File: src/hdl/hc_regs_pkg.sv
// Purpose: shared constants for the host controller misc/buffer register bank
// Assumes: 8-bit command codes, 16-bit data words
// Notes: read codes have bit 7 clear, write codes have bit 7 set
package hc_regs_pkg;

  localparam int unsigned DATA_W = 16;
  localparam int unsigned CMD_W = 8;

  // command codes
  localparam logic [CMD_W-1:0] CMD_CHIP_ID_RD = 8'h27;
  localparam logic [CMD_W-1:0] CMD_SCRATCH_RD = 8'h28;
  localparam logic [CMD_W-1:0] CMD_SCRATCH_WR = 8'ha8;
  localparam logic [CMD_W-1:0] CMD_SOFT_RESET_WR = 8'ha9;
  localparam logic [CMD_W-1:0] CMD_ISO_LEN_RD = 8'h2a;
  localparam logic [CMD_W-1:0] CMD_ISO_LEN_WR = 8'haa;
  localparam logic [CMD_W-1:0] CMD_ASYNC_LEN_RD = 8'h2b;
  localparam logic [CMD_W-1:0] CMD_ASYNC_LEN_WR = 8'hab;

  // write-direction flag inside a command code
  localparam int unsigned CMD_WRITE_BIT = 7;

  // reset values and key
  localparam logic [DATA_W-1:0] SCRATCH_RESET = 16'h0000;
  localparam logic [DATA_W-1:0] ISO_LEN_RESET = 16'h0000;
  localparam logic [DATA_W-1:0] ASYNC_LEN_RESET = 16'h0000;
  localparam logic [DATA_W-1:0] SOFT_RESET_KEY = 16'h00f6;
  localparam logic [DATA_W-1:0] UNMAPPED_READ = 16'h0000;

  // identification word layout
  localparam int unsigned ID_PRODUCT_LSB = 8;
  localparam int unsigned ID_BYTE_W = 8;

  // shared buffer RAM size in bytes
  localparam int unsigned BUFFER_RAM_BYTES = 4096;

  // command tracker states
  typedef enum logic [1:0] {
    ST_IDLE = 2'b01,
    ST_CMD = 2'b10
  } cmd_state_t;

endpackage : hc_regs_pkg

File: src/hdl/hc_misc_buffer_config_regs.sv
// Purpose: misc and buffer sizing registers of the host controller
// Assumes: command then data phases on the shared bus, pulses sync to i_core_clk
// Notes: soft reset clears registers here and is passed on; buffer RAM untouched
// Notes: latched command survives soft reset, so the driver need not re-issue it
// Overview of operation
// RULE_01 - Read command 27 returns a fixed 16-bit id word whose upper byte names the product.
// RULE_02 - The lower byte of the id word carries the silicon revision number.
// RULE_03 - A 16-bit scratch register reads on 28, writes on A8, resets to zero, no side effects.
// RULE_04 - Writing F6H with command A9 resets all controller registers but keeps buffer memory.
// RULE_05 - The iso buffer length register reads on 2A, writes on AA and resets to zero.
// RULE_06 - The single iso length sizes both iso buffers equally.
// RULE_07 - The async buffer length register reads on 2B, writes on AB and resets to zero.
// RULE_08 - Software keeps async length plus twice the iso length within the shared RAM.
// RULE_09 - Writing any other value to the soft reset register changes nothing.
`timescale 1ns/1ps
module hc_misc_buffer_config_regs
  import hc_regs_pkg::*;
#(
  parameter logic [7:0] PRODUCT_CODE = 8'h5a, // arbitrary value
  parameter logic [7:0] REVISION_CODE = 8'h01, // arbitrary value
  parameter int unsigned RAM_BYTES = BUFFER_RAM_BYTES
) (
  input wire logic i_core_clk,
  input wire logic i_rst,
  // command phase: code on i_bus_data[7:0]
  input wire logic i_cmd_wr,
  // data phases
  input wire logic i_data_wr,
  input wire logic i_data_rd,
  input wire logic [DATA_W-1:0] i_bus_data,
  output logic [DATA_W-1:0] o_rd_data,
  output logic o_rd_valid,
  // register contents to the rest of the controller
  output logic [DATA_W-1:0] o_iso_len,
  output logic [DATA_W-1:0] o_async_len,
  output logic [DATA_W:0] o_iso_one_base,
  output logic [DATA_W:0] o_async_base,
  output logic [DATA_W+1:0] o_total_bytes,
  output logic o_layout_over,
  output logic o_soft_reset
);

  // the length registers cannot describe a RAM beyond the word range
  if (RAM_BYTES == 0 || RAM_BYTES > (1 << DATA_W)) begin : g_bad_ram_bytes
    $error("hc_misc_buffer_config_regs: RAM_BYTES out of range");
  end
  // command codes travel on the low lanes of the data bus
  if (CMD_W > DATA_W) begin : g_bad_cmd_w
    $error("hc_misc_buffer_config_regs: command wider than bus");
  end

  localparam logic [DATA_W-1:0] CHIP_ID = {PRODUCT_CODE, REVISION_CODE};

  // command tracking
  cmd_state_t state_q;
  cmd_state_t state_d;
  logic [CMD_W-1:0] cmd_q;
  logic [CMD_W-1:0] cmd_d;

  // storage
  logic [DATA_W-1:0] scratch_q;
  logic [DATA_W-1:0] scratch_d;
  logic [DATA_W-1:0] iso_len_q;
  logic [DATA_W-1:0] iso_len_d;
  logic [DATA_W-1:0] async_len_q;
  logic [DATA_W-1:0] async_len_d;
  logic soft_reset_q;
  logic [DATA_W-1:0] rd_data_q;
  logic [DATA_W-1:0] rd_data_d;
  logic rd_valid_q;

  function automatic logic is_write_code(input logic [CMD_W-1:0] code);
    is_write_code = code[CMD_WRITE_BIT];
  endfunction : is_write_code

  function automatic logic hit(input logic [CMD_W-1:0] code, input logic [CMD_W-1:0] ref_code);
    hit = (code == ref_code);
  endfunction : hit

  // a data phase only counts once a command has been given
  wire cmd_open = (state_q == ST_CMD);
  wire wr_phase = cmd_open && i_data_wr && is_write_code(cmd_q);
  wire rd_phase = cmd_open && i_data_rd && !is_write_code(cmd_q);

  // write decode
  wire wr_scratch = wr_phase && hit(cmd_q, CMD_SCRATCH_WR); // RULE_03
  wire wr_iso_len = wr_phase && hit(cmd_q, CMD_ISO_LEN_WR); // RULE_05
  wire wr_async_len = wr_phase && hit(cmd_q, CMD_ASYNC_LEN_WR); // RULE_07
  wire wr_soft_reset = wr_phase && hit(cmd_q, CMD_SOFT_RESET_WR);
  // only the exact key fires; other values fall through harmlessly
  wire key_match = (i_bus_data == SOFT_RESET_KEY); // RULE_09
  wire soft_reset_fire = wr_soft_reset && key_match; // RULE_04

  // read decode
  wire rd_chip_id = hit(cmd_q, CMD_CHIP_ID_RD); // RULE_01
  wire rd_scratch = hit(cmd_q, CMD_SCRATCH_RD); // RULE_03
  wire rd_iso_len = hit(cmd_q, CMD_ISO_LEN_RD); // RULE_05
  wire rd_async_len = hit(cmd_q, CMD_ASYNC_LEN_RD); // RULE_07

  // read mux; unmapped codes answer zero
  always_comb begin
    rd_data_d = UNMAPPED_READ;
    if (rd_chip_id) begin
      rd_data_d = CHIP_ID; // RULE_01 RULE_02
    end else if (rd_scratch) begin
      rd_data_d = scratch_q;
    end else if (rd_iso_len) begin
      rd_data_d = iso_len_q;
    end else if (rd_async_len) begin
      rd_data_d = async_len_q;
    end
  end

  // command state: a new command may follow any number of data phases
  always_comb begin
    state_d = state_q;
    cmd_d = cmd_q;
    case (state_q)
      ST_IDLE: begin
        if (i_cmd_wr) begin
          state_d = ST_CMD;
          cmd_d = i_bus_data[CMD_W-1:0];
        end
      end
      ST_CMD: begin
        if (i_cmd_wr) begin
          cmd_d = i_bus_data[CMD_W-1:0];
        end
      end
      // a corrupted state drops back to idle and waits for a command
      default: begin
        state_d = ST_IDLE;
        cmd_d = '0;
      end
    endcase
  end

  // register next values; soft reset clears them like a hard reset
  always_comb begin
    scratch_d = scratch_q;
    iso_len_d = iso_len_q;
    async_len_d = async_len_q;
    if (soft_reset_fire) begin
      scratch_d = SCRATCH_RESET; // RULE_04
      iso_len_d = ISO_LEN_RESET; // RULE_04
      async_len_d = ASYNC_LEN_RESET; // RULE_04
    end else begin
      if (wr_scratch) begin
        scratch_d = i_bus_data; // RULE_03
      end
      if (wr_iso_len) begin
        iso_len_d = i_bus_data; // RULE_05
      end
      if (wr_async_len) begin
        async_len_d = i_bus_data; // RULE_07
      end
    end
  end

  always_ff @(posedge i_core_clk or posedge i_rst) begin
    if (i_rst) begin
      state_q <= ST_IDLE;
      cmd_q <= '0;
    end else begin
      state_q <= state_d;
      cmd_q <= cmd_d;
    end
  end

  always_ff @(posedge i_core_clk or posedge i_rst) begin
    if (i_rst) begin
      scratch_q <= SCRATCH_RESET;
      iso_len_q <= ISO_LEN_RESET;
      async_len_q <= ASYNC_LEN_RESET;
    end else begin
      scratch_q <= scratch_d;
      iso_len_q <= iso_len_d;
      async_len_q <= async_len_d;
    end
  end

  always_ff @(posedge i_core_clk or posedge i_rst) begin
    if (i_rst) begin
      soft_reset_q <= 1'b0;
    end else begin
      soft_reset_q <= soft_reset_fire; // RULE_04
    end
  end

  // read data registered; holds its last value between reads
  always_ff @(posedge i_core_clk or posedge i_rst) begin
    if (i_rst) begin
      rd_data_q <= UNMAPPED_READ;
      rd_valid_q <= 1'b0;
    end else begin
      rd_valid_q <= rd_phase;
      if (rd_phase) begin
        rd_data_q <= rd_data_d;
      end
    end
  end

  // layout uses the live lengths; soft reset clears it in step
  buffer_partition #(
    .RAM_BYTES(RAM_BYTES)
  ) u_partition (
    .i_core_clk(i_core_clk),
    .i_rst(i_rst),
    .i_soft_reset(soft_reset_q),
    .i_iso_len(iso_len_q),
    .i_async_len(async_len_q),
    .o_iso_one_base(o_iso_one_base),
    .o_async_base(o_async_base),
    .o_total_bytes(o_total_bytes),
    .o_layout_over(o_layout_over)
  );

  assign o_rd_data = rd_data_q;
  assign o_rd_valid = rd_valid_q;
  assign o_iso_len = iso_len_q;
  assign o_async_len = async_len_q;
  // one-cycle pulse so the other controller registers clear too
  assign o_soft_reset = soft_reset_q; // RULE_04

endmodule : hc_misc_buffer_config_regs

File: src/hdl/buffer_partition.sv
// Purpose: place the two iso buffers and the async buffer in the shared RAM
// Assumes: lengths are byte counts, iso buffers laid out first
// Notes: registered outputs; overflow is only reported, never corrected
`timescale 1ns/1ps
module buffer_partition
  import hc_regs_pkg::*;
#(
  parameter int unsigned RAM_BYTES = BUFFER_RAM_BYTES
) (
  input wire logic i_core_clk,
  input wire logic i_rst,
  input wire logic i_soft_reset,
  input wire logic [DATA_W-1:0] i_iso_len,
  input wire logic [DATA_W-1:0] i_async_len,
  output logic [DATA_W:0] o_iso_one_base,
  output logic [DATA_W:0] o_async_base,
  output logic [DATA_W+1:0] o_total_bytes,
  output logic o_layout_over
);

  localparam logic [DATA_W+1:0] RAM_LIMIT = (DATA_W+2)'(RAM_BYTES);

  if (RAM_BYTES == 0 || RAM_BYTES > (1 << DATA_W)) begin : g_bad_ram_bytes
    $error("buffer_partition: RAM_BYTES out of range");
  end

  function automatic logic [DATA_W:0] twice(input logic [DATA_W-1:0] len);
    twice = {len, 1'b0};
  endfunction : twice

  // both iso buffers get the same length
  wire [DATA_W:0] iso_one_base_d = {1'b0, i_iso_len}; // RULE_06
  wire [DATA_W:0] async_base_d = twice(i_iso_len); // RULE_06
  wire [DATA_W+1:0] total_d = {1'b0, async_base_d} + {2'b00, i_async_len};
  // software owns the budget; hardware only flags a breach
  wire over_d = total_d > RAM_LIMIT; // RULE_08

  always_ff @(posedge i_core_clk or posedge i_rst) begin
    if (i_rst) begin
      o_iso_one_base <= '0;
      o_async_base <= '0;
      o_total_bytes <= '0;
      o_layout_over <= 1'b0;
    end else if (i_soft_reset) begin
      o_iso_one_base <= '0;
      o_async_base <= '0;
      o_total_bytes <= '0;
      o_layout_over <= 1'b0;
    end else begin
      o_iso_one_base <= iso_one_base_d;
      o_async_base <= async_base_d;
      o_total_bytes <= total_d;
      o_layout_over <= over_d;
    end
  end

endmodule : buffer_partition

File: config.mk
export PLATFORM = sky130hd
export DESIGN_NAME = hc_misc_buffer_config_regs
export DESIGN_NICKNAME = d
export VERILOG_FILES = /design/src/hdl/hc_regs_pkg.sv /design/src/hdl/hc_misc_buffer_config_regs.sv /design/src/hdl/buffer_partition.sv
export SDC_FILE = /design/constraint.sdc
export NUM_CORES = 1
export LEC_CHECK = 0
export ABC_AREA = 1
export BUFFER_PORTS_ARGS = -buffer_cell sky130_fd_sc_hd__buf_2
export CAP_MARGIN = 20
export CORE_ASPECT_RATIO = 2
export CORE_MARGIN = 8
export CORE_UTILIZATION = 54
export DETAILED_ROUTE_END_ITERATION = 7
export GPL_ROUTABILITY_DRIVEN = 0
export PLACE_DENSITY = 0.8
export SETUP_SLACK_MARGIN = 0.05
export SYNTH_ARGS = -nofsm -noshare
export SYNTH_HDL_FRONTEND = slang
export SYNTH_SLANG_ARGS = --single-unit
File: constraint.sdc
create_clock -name i_core_clk -period 5.15 [get_ports i_core_clk]
set_clock_uncertainty 0.05 [all_clocks]
set_input_delay 1.545 -clock i_core_clk [delete_from_list [all_inputs] [get_ports i_core_clk]]
set_output_delay 1.545 -clock i_core_clk [all_outputs]
set_load 0.01 [all_outputs]
==> results.py, run 1 <==
metrics = {
    "status": {
        "status": "finished clean",
    },
    "placement": {
        "dp_cells": 858,
        "placed_cell_area_mm2": 0.006047,
        "io_buffers": 121,
        "dp_hpwl_um": 11320,
    },
    "cts": {
        "clk_path_buf_depth": 2,
        "htreeDepth": 3,
        "holdBufCountCts": 0,
        "cts-resized-gates": 0,
        "numCtsBuffers": 9,
        "cts_tree": "built",
        "insertion_delay_ns": 0.35,
        "clk_pin_slew_ns": 0.07,
        "cts-root-buf": "clkbuf_16",
        "cts_sinks": 111,
        "cts_setup_buffers": 0,
    },
    "worst_setup_path": {
        "critPathKind": "in -> reg",
        "rrSetupSlack_ns": 2.81,
        "rr_endpoint": "o_rd_data[0]",
        "rr_worst_depth": 6,
        "rr_startpoint": "state_q[0]",
        "critPathCaptureType": "flop",
        "crit_fanout": 24,
        "worstSetupStartpointType": "primary input",
        "critical_path_required_ns": 5.33,
        "crit_arrival_ns": 3.17,
    },
    "hold_path": {
        "hold_end": "o_rd_data[15]",
        "worstHoldStart": "o_rd_data[15]",
        "hold_depth": 2,
        "hold_class": "reg -> reg",
    },
    "drt": {
        "totalWireLength_um": 14530,
        "wl_per_cell_um": 16.61,
        "viasPerCell": 5.537,
        "drt_iter0_drc": 220,
        "ant_nets": 0,
        "drc": 0,
        "routed-via-count": 4845,
        "first_pass_iters": 4,
    },
    "yosys": {
        "synth-edff-count": 0,
        "synthDistinctLibCells": 36,
        "ys.flop_type": "dfrtp_1",
        "ys_warn_count": 0,
        "ys_seq_elements": 111,
        "syn_area_mm2": 0.005513,
        "avgSynthCellArea_um2": 8.668,
        "synthCells": 636,
        "ys_seq_area_frac": 0.5041,
        "synthArstFlopShare": 1.000,
    },
    "grt": {
        "grt_max_degree": 85,
        "track_usage": 0.2183,
        "overflow": 0,
        "grt_pass1_wl_um": 23650,
        "grt_pass1_vias": 4994,
        "grt_antenna_before_repair": 0,
    },
    "die": {
        "die_w_um": 87.45,
        "dieArea_mm2": 0.01389,
        "initial_utilization": 0.5502,
        "die_y_um": 158.9,
        "rows": 52,
        "design.core.area_mm2": 0.01002,
        "io_pins": 124,
    },
    "timing": {
        "fmax_mhz": 335.0,
        "worst_pin_slew_ns": 1.004,
        "slew_viol_final": 0,
        "fin_tns_setup_ns": 0,
        "finalSetupViolations": 0,
        "post-route-period-util": 0.5795,
        "slew_headroom": 0.3291,
        "rsz0062_at_grt": "no",
        "hold_viol_final": 0,
        "fin_crit_ns": 2.985,
    },
    "pwr": {
        "vdd_drop_max_uv": 316.2,
        "leakage_nw": 3.099,
        "power_density_mw_per_mm2": 320.6,
    },
    "layout": {
        "diodes": 0,
        "nets": 774,
        "drive_above_1_share": 0.2311,
        "fin_cells": 875,
        "area_growth_syn_to_layout_pct": 15.86,
        "fillers": 883,
        "final_design_area_no_fill_mm2": 0.006387,
    },
    "run": {
        "cap_viol_max_count": 0,
    },
}
-- cells in the mapped netlist (all sizes together) (5+ instances only) --
library cell,n,share of area
nor2,51,0.036
o21ai,37,0.034
clkbuf,7,0.0048
nor3,5,0.0084
a21oi,32,0.030
nand4,8,0.012
dfrtp,110,0.50
o22a,5,0.0079
o22ai,49,0.061
nand3,49,0.044
ha,17,0.039
buf,30,0.043
inv,95,0.065
nand2,131,0.10
-- stage by stage --
step           utilization  hold slack [ns]  power (mW)  setup slack [ns]
6_report            0.6375           0.4500       2.048             2.165
5_1_grt             0.6375           0.4750       2.133             2.010
4_1_cts             0.6347           0.4483       2.057             2.137
3_5_place_dp        0.6035           0.4229       1.337             1.799
3_3_place_gp        0.6035           0.4321       1.324             1.902
2_1_floorplan            -           0.4220       1.231            0.6260
-- worst max path at each step --
stage               from  depth (start not counted)  slack [ns]            end
2_1_floorplan      i_rst                          1        0.63       cmd_q[0]
3_3_place_gp   i_data_rd                          5        1.90  o_rd_data[12]
3_5_place_dp   i_data_rd                          5        1.80   o_rd_data[0]
4_1_cts        i_data_rd                          5        2.14   o_rd_data[0]
5_1_grt        i_data_rd                          5        2.01   o_rd_data[0]
6_report       i_data_rd                          5        2.17   o_rd_data[0]
-- per-layer routing --
metal / share of wire / GRT usage
met2: 0.55 / 0.3904
met4: 0.054 / 0.1689
met3: 0.055 / 0.03464
met1: 0.34 / 0.2109
met5: 0 / 0
-- cell usage in the layout, fill, tap and decap left out, drive strengths merged, types with 2 or more instances in the layout --
| cell | Yosys | final |
|---|---|---|
| conb | 1 | 2 |
| a21oi | 32 | 32 |
| nand4 | 8 | 8 |
| o22a | 5 | 5 |
| dfrtp | 110 | 110 |
| clkinv | 1 | 3 |
| nor3 | 5 | 5 |
| o21ai | 37 | 37 |
| nor2 | 51 | 51 |
| ha | 17 | 17 |
| nand3 | 49 | 49 |
| inv | 95 | 98 |
| clkbuf | 7 | 10 |
| nand2 | 131 | 131 |
| buf | 30 | 124 |
| o22ai | 49 | 49 |
-- critical path, stage by stage --
cell and delay (ns):
buf_2 0.08, nand3_1 0.56, a21oi_1 0.63, nand2_1 0.14, o22a_1 0.21
-- cell type report --
type / count / area, µm² / share of cell area
repair buffers: 124 / 648.1 / 0.1015
inverters: 96 / 362.8 / 0.05681
flip-flops and latches: 111 / 2779 / 0.4351
multi-input cells: 393 / 2116 / 0.3312
well taps: 135 / 168.9 / 0.02644
clock inverters: 6 / 73.82 / 0.01156
clock buffers: 10 / 239.0 / 0.03741
-- cells by family (layout without fill, tap and decap cells) --
family          Yosys count  count (layout)  share of synthesized area
simple gates            248             248                     0.2047
buf+inv                 133             236                     0.1128
compound gates          124             124                     0.1339
flops                   111             111                     0.5041
fa+ha+maj                18              18                    0.04221
other cells               1               2                  0.0006802
xor+xnor                  1               1                   0.001589
-- registers in the layout, indices dropped and copies added (netlist names) --
signal                     count
cmd_q                          8
o_async_len                   16
u_partition.o_total_bytes     18
o_rd_valid                     1
o_rd_data                     16
scratch_q                     16
o_iso_len                     16
state_q                        2
o_soft_reset                   1
u_partition.o_async_base      16
u_partition.o_layout_over      1
-- power by group --
part | internal [mW] | switching, mW
Clock | 0.398 | 0.327
Sequential | 0.949 | 0.0474
Combinational | 0.114 | 0.212
Total | 1.46 | 0.587
No activity file was read; power rests on OpenSTA's default activity.
==> run 2: changes to the inputs <==
Settings changed: CORE_UTILIZATION 54 to 49, PLACE_DENSITY 0.8 to 0.76.
Clock period 5.15 ns to 2.5 ns, I/O delays scaled along.
==> results.py, run 2 (same netlist as run 1, synthesis figures left out) <==
metrics = {
    "cts": {
        "cts_tree": "built",
        "holdBufCountCts": 0,
        "cts-root-buf": "clkbuf_16",
        "cts_sinks": 111,
        "clk_pin_slew_ns": 0.07,
        "cts_setup_buffers": 0,
        "htreeDepth": 3,
        "numCtsBuffers": 9,
        "insertion_delay_ns": 0.35,
        "cts-resized-gates": 0,
        "clk_path_buf_depth": 2,
    },
    "grt": {
        "grt_pass1_vias": 4752,
        "track_usage": 0.1995,
        "grt_antenna_before_repair": 0,
        "grt_pass1_wl_um": 24110,
        "grt_max_degree": 34,
        "overflow": 0,
    },
    "worst_setup_path": {
        "critPathCaptureType": "flop",
        "critPathKind": "reg -> reg",
        "worstSetupStartpointType": "flop",
        "crit_arrival_ns": 2.39,
        "rrSetupSlack_ns": 0.30,
        "critical_path_required_ns": 2.68,
        "crit_fanout": 4,
    },
    "die": {
        "io_pins": 124,
        "dieArea_mm2": 0.01511,
        "initial_utilization": 0.4945,
        "rows": 55,
        "die_w_um": 91,
        "design.core.area_mm2": 0.01115,
        "die_y_um": 166,
    },
    "drt": {
        "ant_nets": 0,
        "viasPerCell": 5.348,
        "totalWireLength_um": 14950,
        "first_pass_iters": 5,
        "drc": 0,
        "drt_iter0_drc": 286,
        "wl_per_cell_um": 16.79,
        "routed-via-count": 4760,
    },
    "timing": {
        "slew_viol_final": 0,
        "slew_headroom": 0.5181,
        "post-route-period-util": 0.8813,
        "worst_pin_slew_ns": 0.7214,
        "fmax_mhz": 453.9,
        "fin_tns_setup_ns": 0,
        "fin_crit_ns": 2.203,
        "hold_viol_final": 0,
        "rsz0062_at_grt": "no",
        "finalSetupViolations": 0,
    },
    "placement": {
        "io_buffers": 121,
        "dp_hpwl_um": 11430,
    },
    "run": {
        "cap_viol_max_count": 0,
    },
    "layout": {
        "nets": 782,
        "area_growth_syn_to_layout_pct": 16.73,
        "drive_above_1_share": 0.2366,
        "regMostFlops": "u_partition.o_total_bytes",
        "diodes": 0,
        "largest_reg_flops": 18,
        "final_common_cell": "buf_2",
        "final_cell_mix": "buf_2 (121), nand2_1 (118), dfrtp_1 (110), inv_1 (90)",
    },
    "pwr": {
        "vdd_drop_max_uv": 519.4,
        "total_power_mw": 4.071,
        "leakage_nw": 3.104,
        "power_density_mw_per_mm2": 632.7,
    },
    "hold_path": {
        "hold_class": "reg -> reg",
    },
    "status": {
        "status": "finished clean",
    },
}
==> run 2: cell types whose count changed in the layout (fill, tap and decap cells not counted) <==
cell	before	now
clkbuf_8	1	0
inv_4	1	0
buf_4	2	8
inv_6	3	2
buf_12	0	3
clkbuf_1	0	2
clkinv_4	2	0
bufinv_16	1	0
clkinvlp_4	0	4
buf_16	1	0
==> run 2: per-stage QoR <==
step,area (µm²),std cells,util,hold WS (ns),setup WS [ns]
after floorplan,5520,637,-,0.4220,0.3574
after global placement,6162,874,0.5528,0.4210,0.3064
after detailed placement,6162,874,0.5528,0.4247,0.3023
after CTS,6435,890,0.5772,0.4435,0.3172
after global routing,6435,890,0.5772,0.4792,0.1121
final,6435,890,0.5772,0.4427,0.2968
==> run 2: area by class of cell <==
type | count | area (µm²)
Inverter | 96 | 364.1
Clock inverter | 5 | 40.04
Multi-Input combinational cell | 393 | 2116
Clock buffer | 11 | 232.7
Fill cell | 1018 | 4713
Tap cell | 142 | 177.7
Timing Repair Buffer | 132 | 725.7
Sequential cell | 111 | 2779
==> run 2: final timing paths <==
path,from,endpoint,cells past startpoint
max reg2reg,o_iso_len[0],u_partition.o_layout_over,14
min,o_rd_data[15],o_rd_data[15],2
min reg2reg,o_rd_data[15],o_rd_data[15],2
min in group asynchronous,i_rst,o_iso_len[1],2
max,o_iso_len[0],u_partition.o_layout_over,14
max in group asynchronous,i_rst,state_q[0],3
==> run 2: worst max-delay path: stages, from the launching register on <==
cell     delay, ns
dfrtp_1       0.40
ha_1          0.26
fa_1          0.43
nand2_1       0.09
nand2_1       0.08
nand3_1       0.09
nand2_1       0.10
nand2_1       0.09
nand2_1       0.06
nand2_1       0.08
nand2_1       0.06
nor2_1        0.11
nand2_1       0.08
nand2_1       0.06
nand3_1       0.06
==> run 2: report_power, final <==
part           leakage, nW  switching (mW)  total (mW)  internal, mW
Combinational         1.79           0.443       0.687         0.244
Sequential            1.19          0.0914        2.05          1.95
Clock                0.123           0.655        1.34         0.684
Total                 3.10            1.19        4.07          2.88
==> run 2: per-layer routing <==
metal  vias to the layer above  global-route usage  part of all wire  wire, µm
met5                         -                   0                 0         0
met4                         0             0.07538             0.027       409
met3                        33             0.06338             0.079      1183
met2                       210              0.3314              0.50      7483
met1                      2229              0.2326              0.39      5869
li1                       2288                   -                 -         -
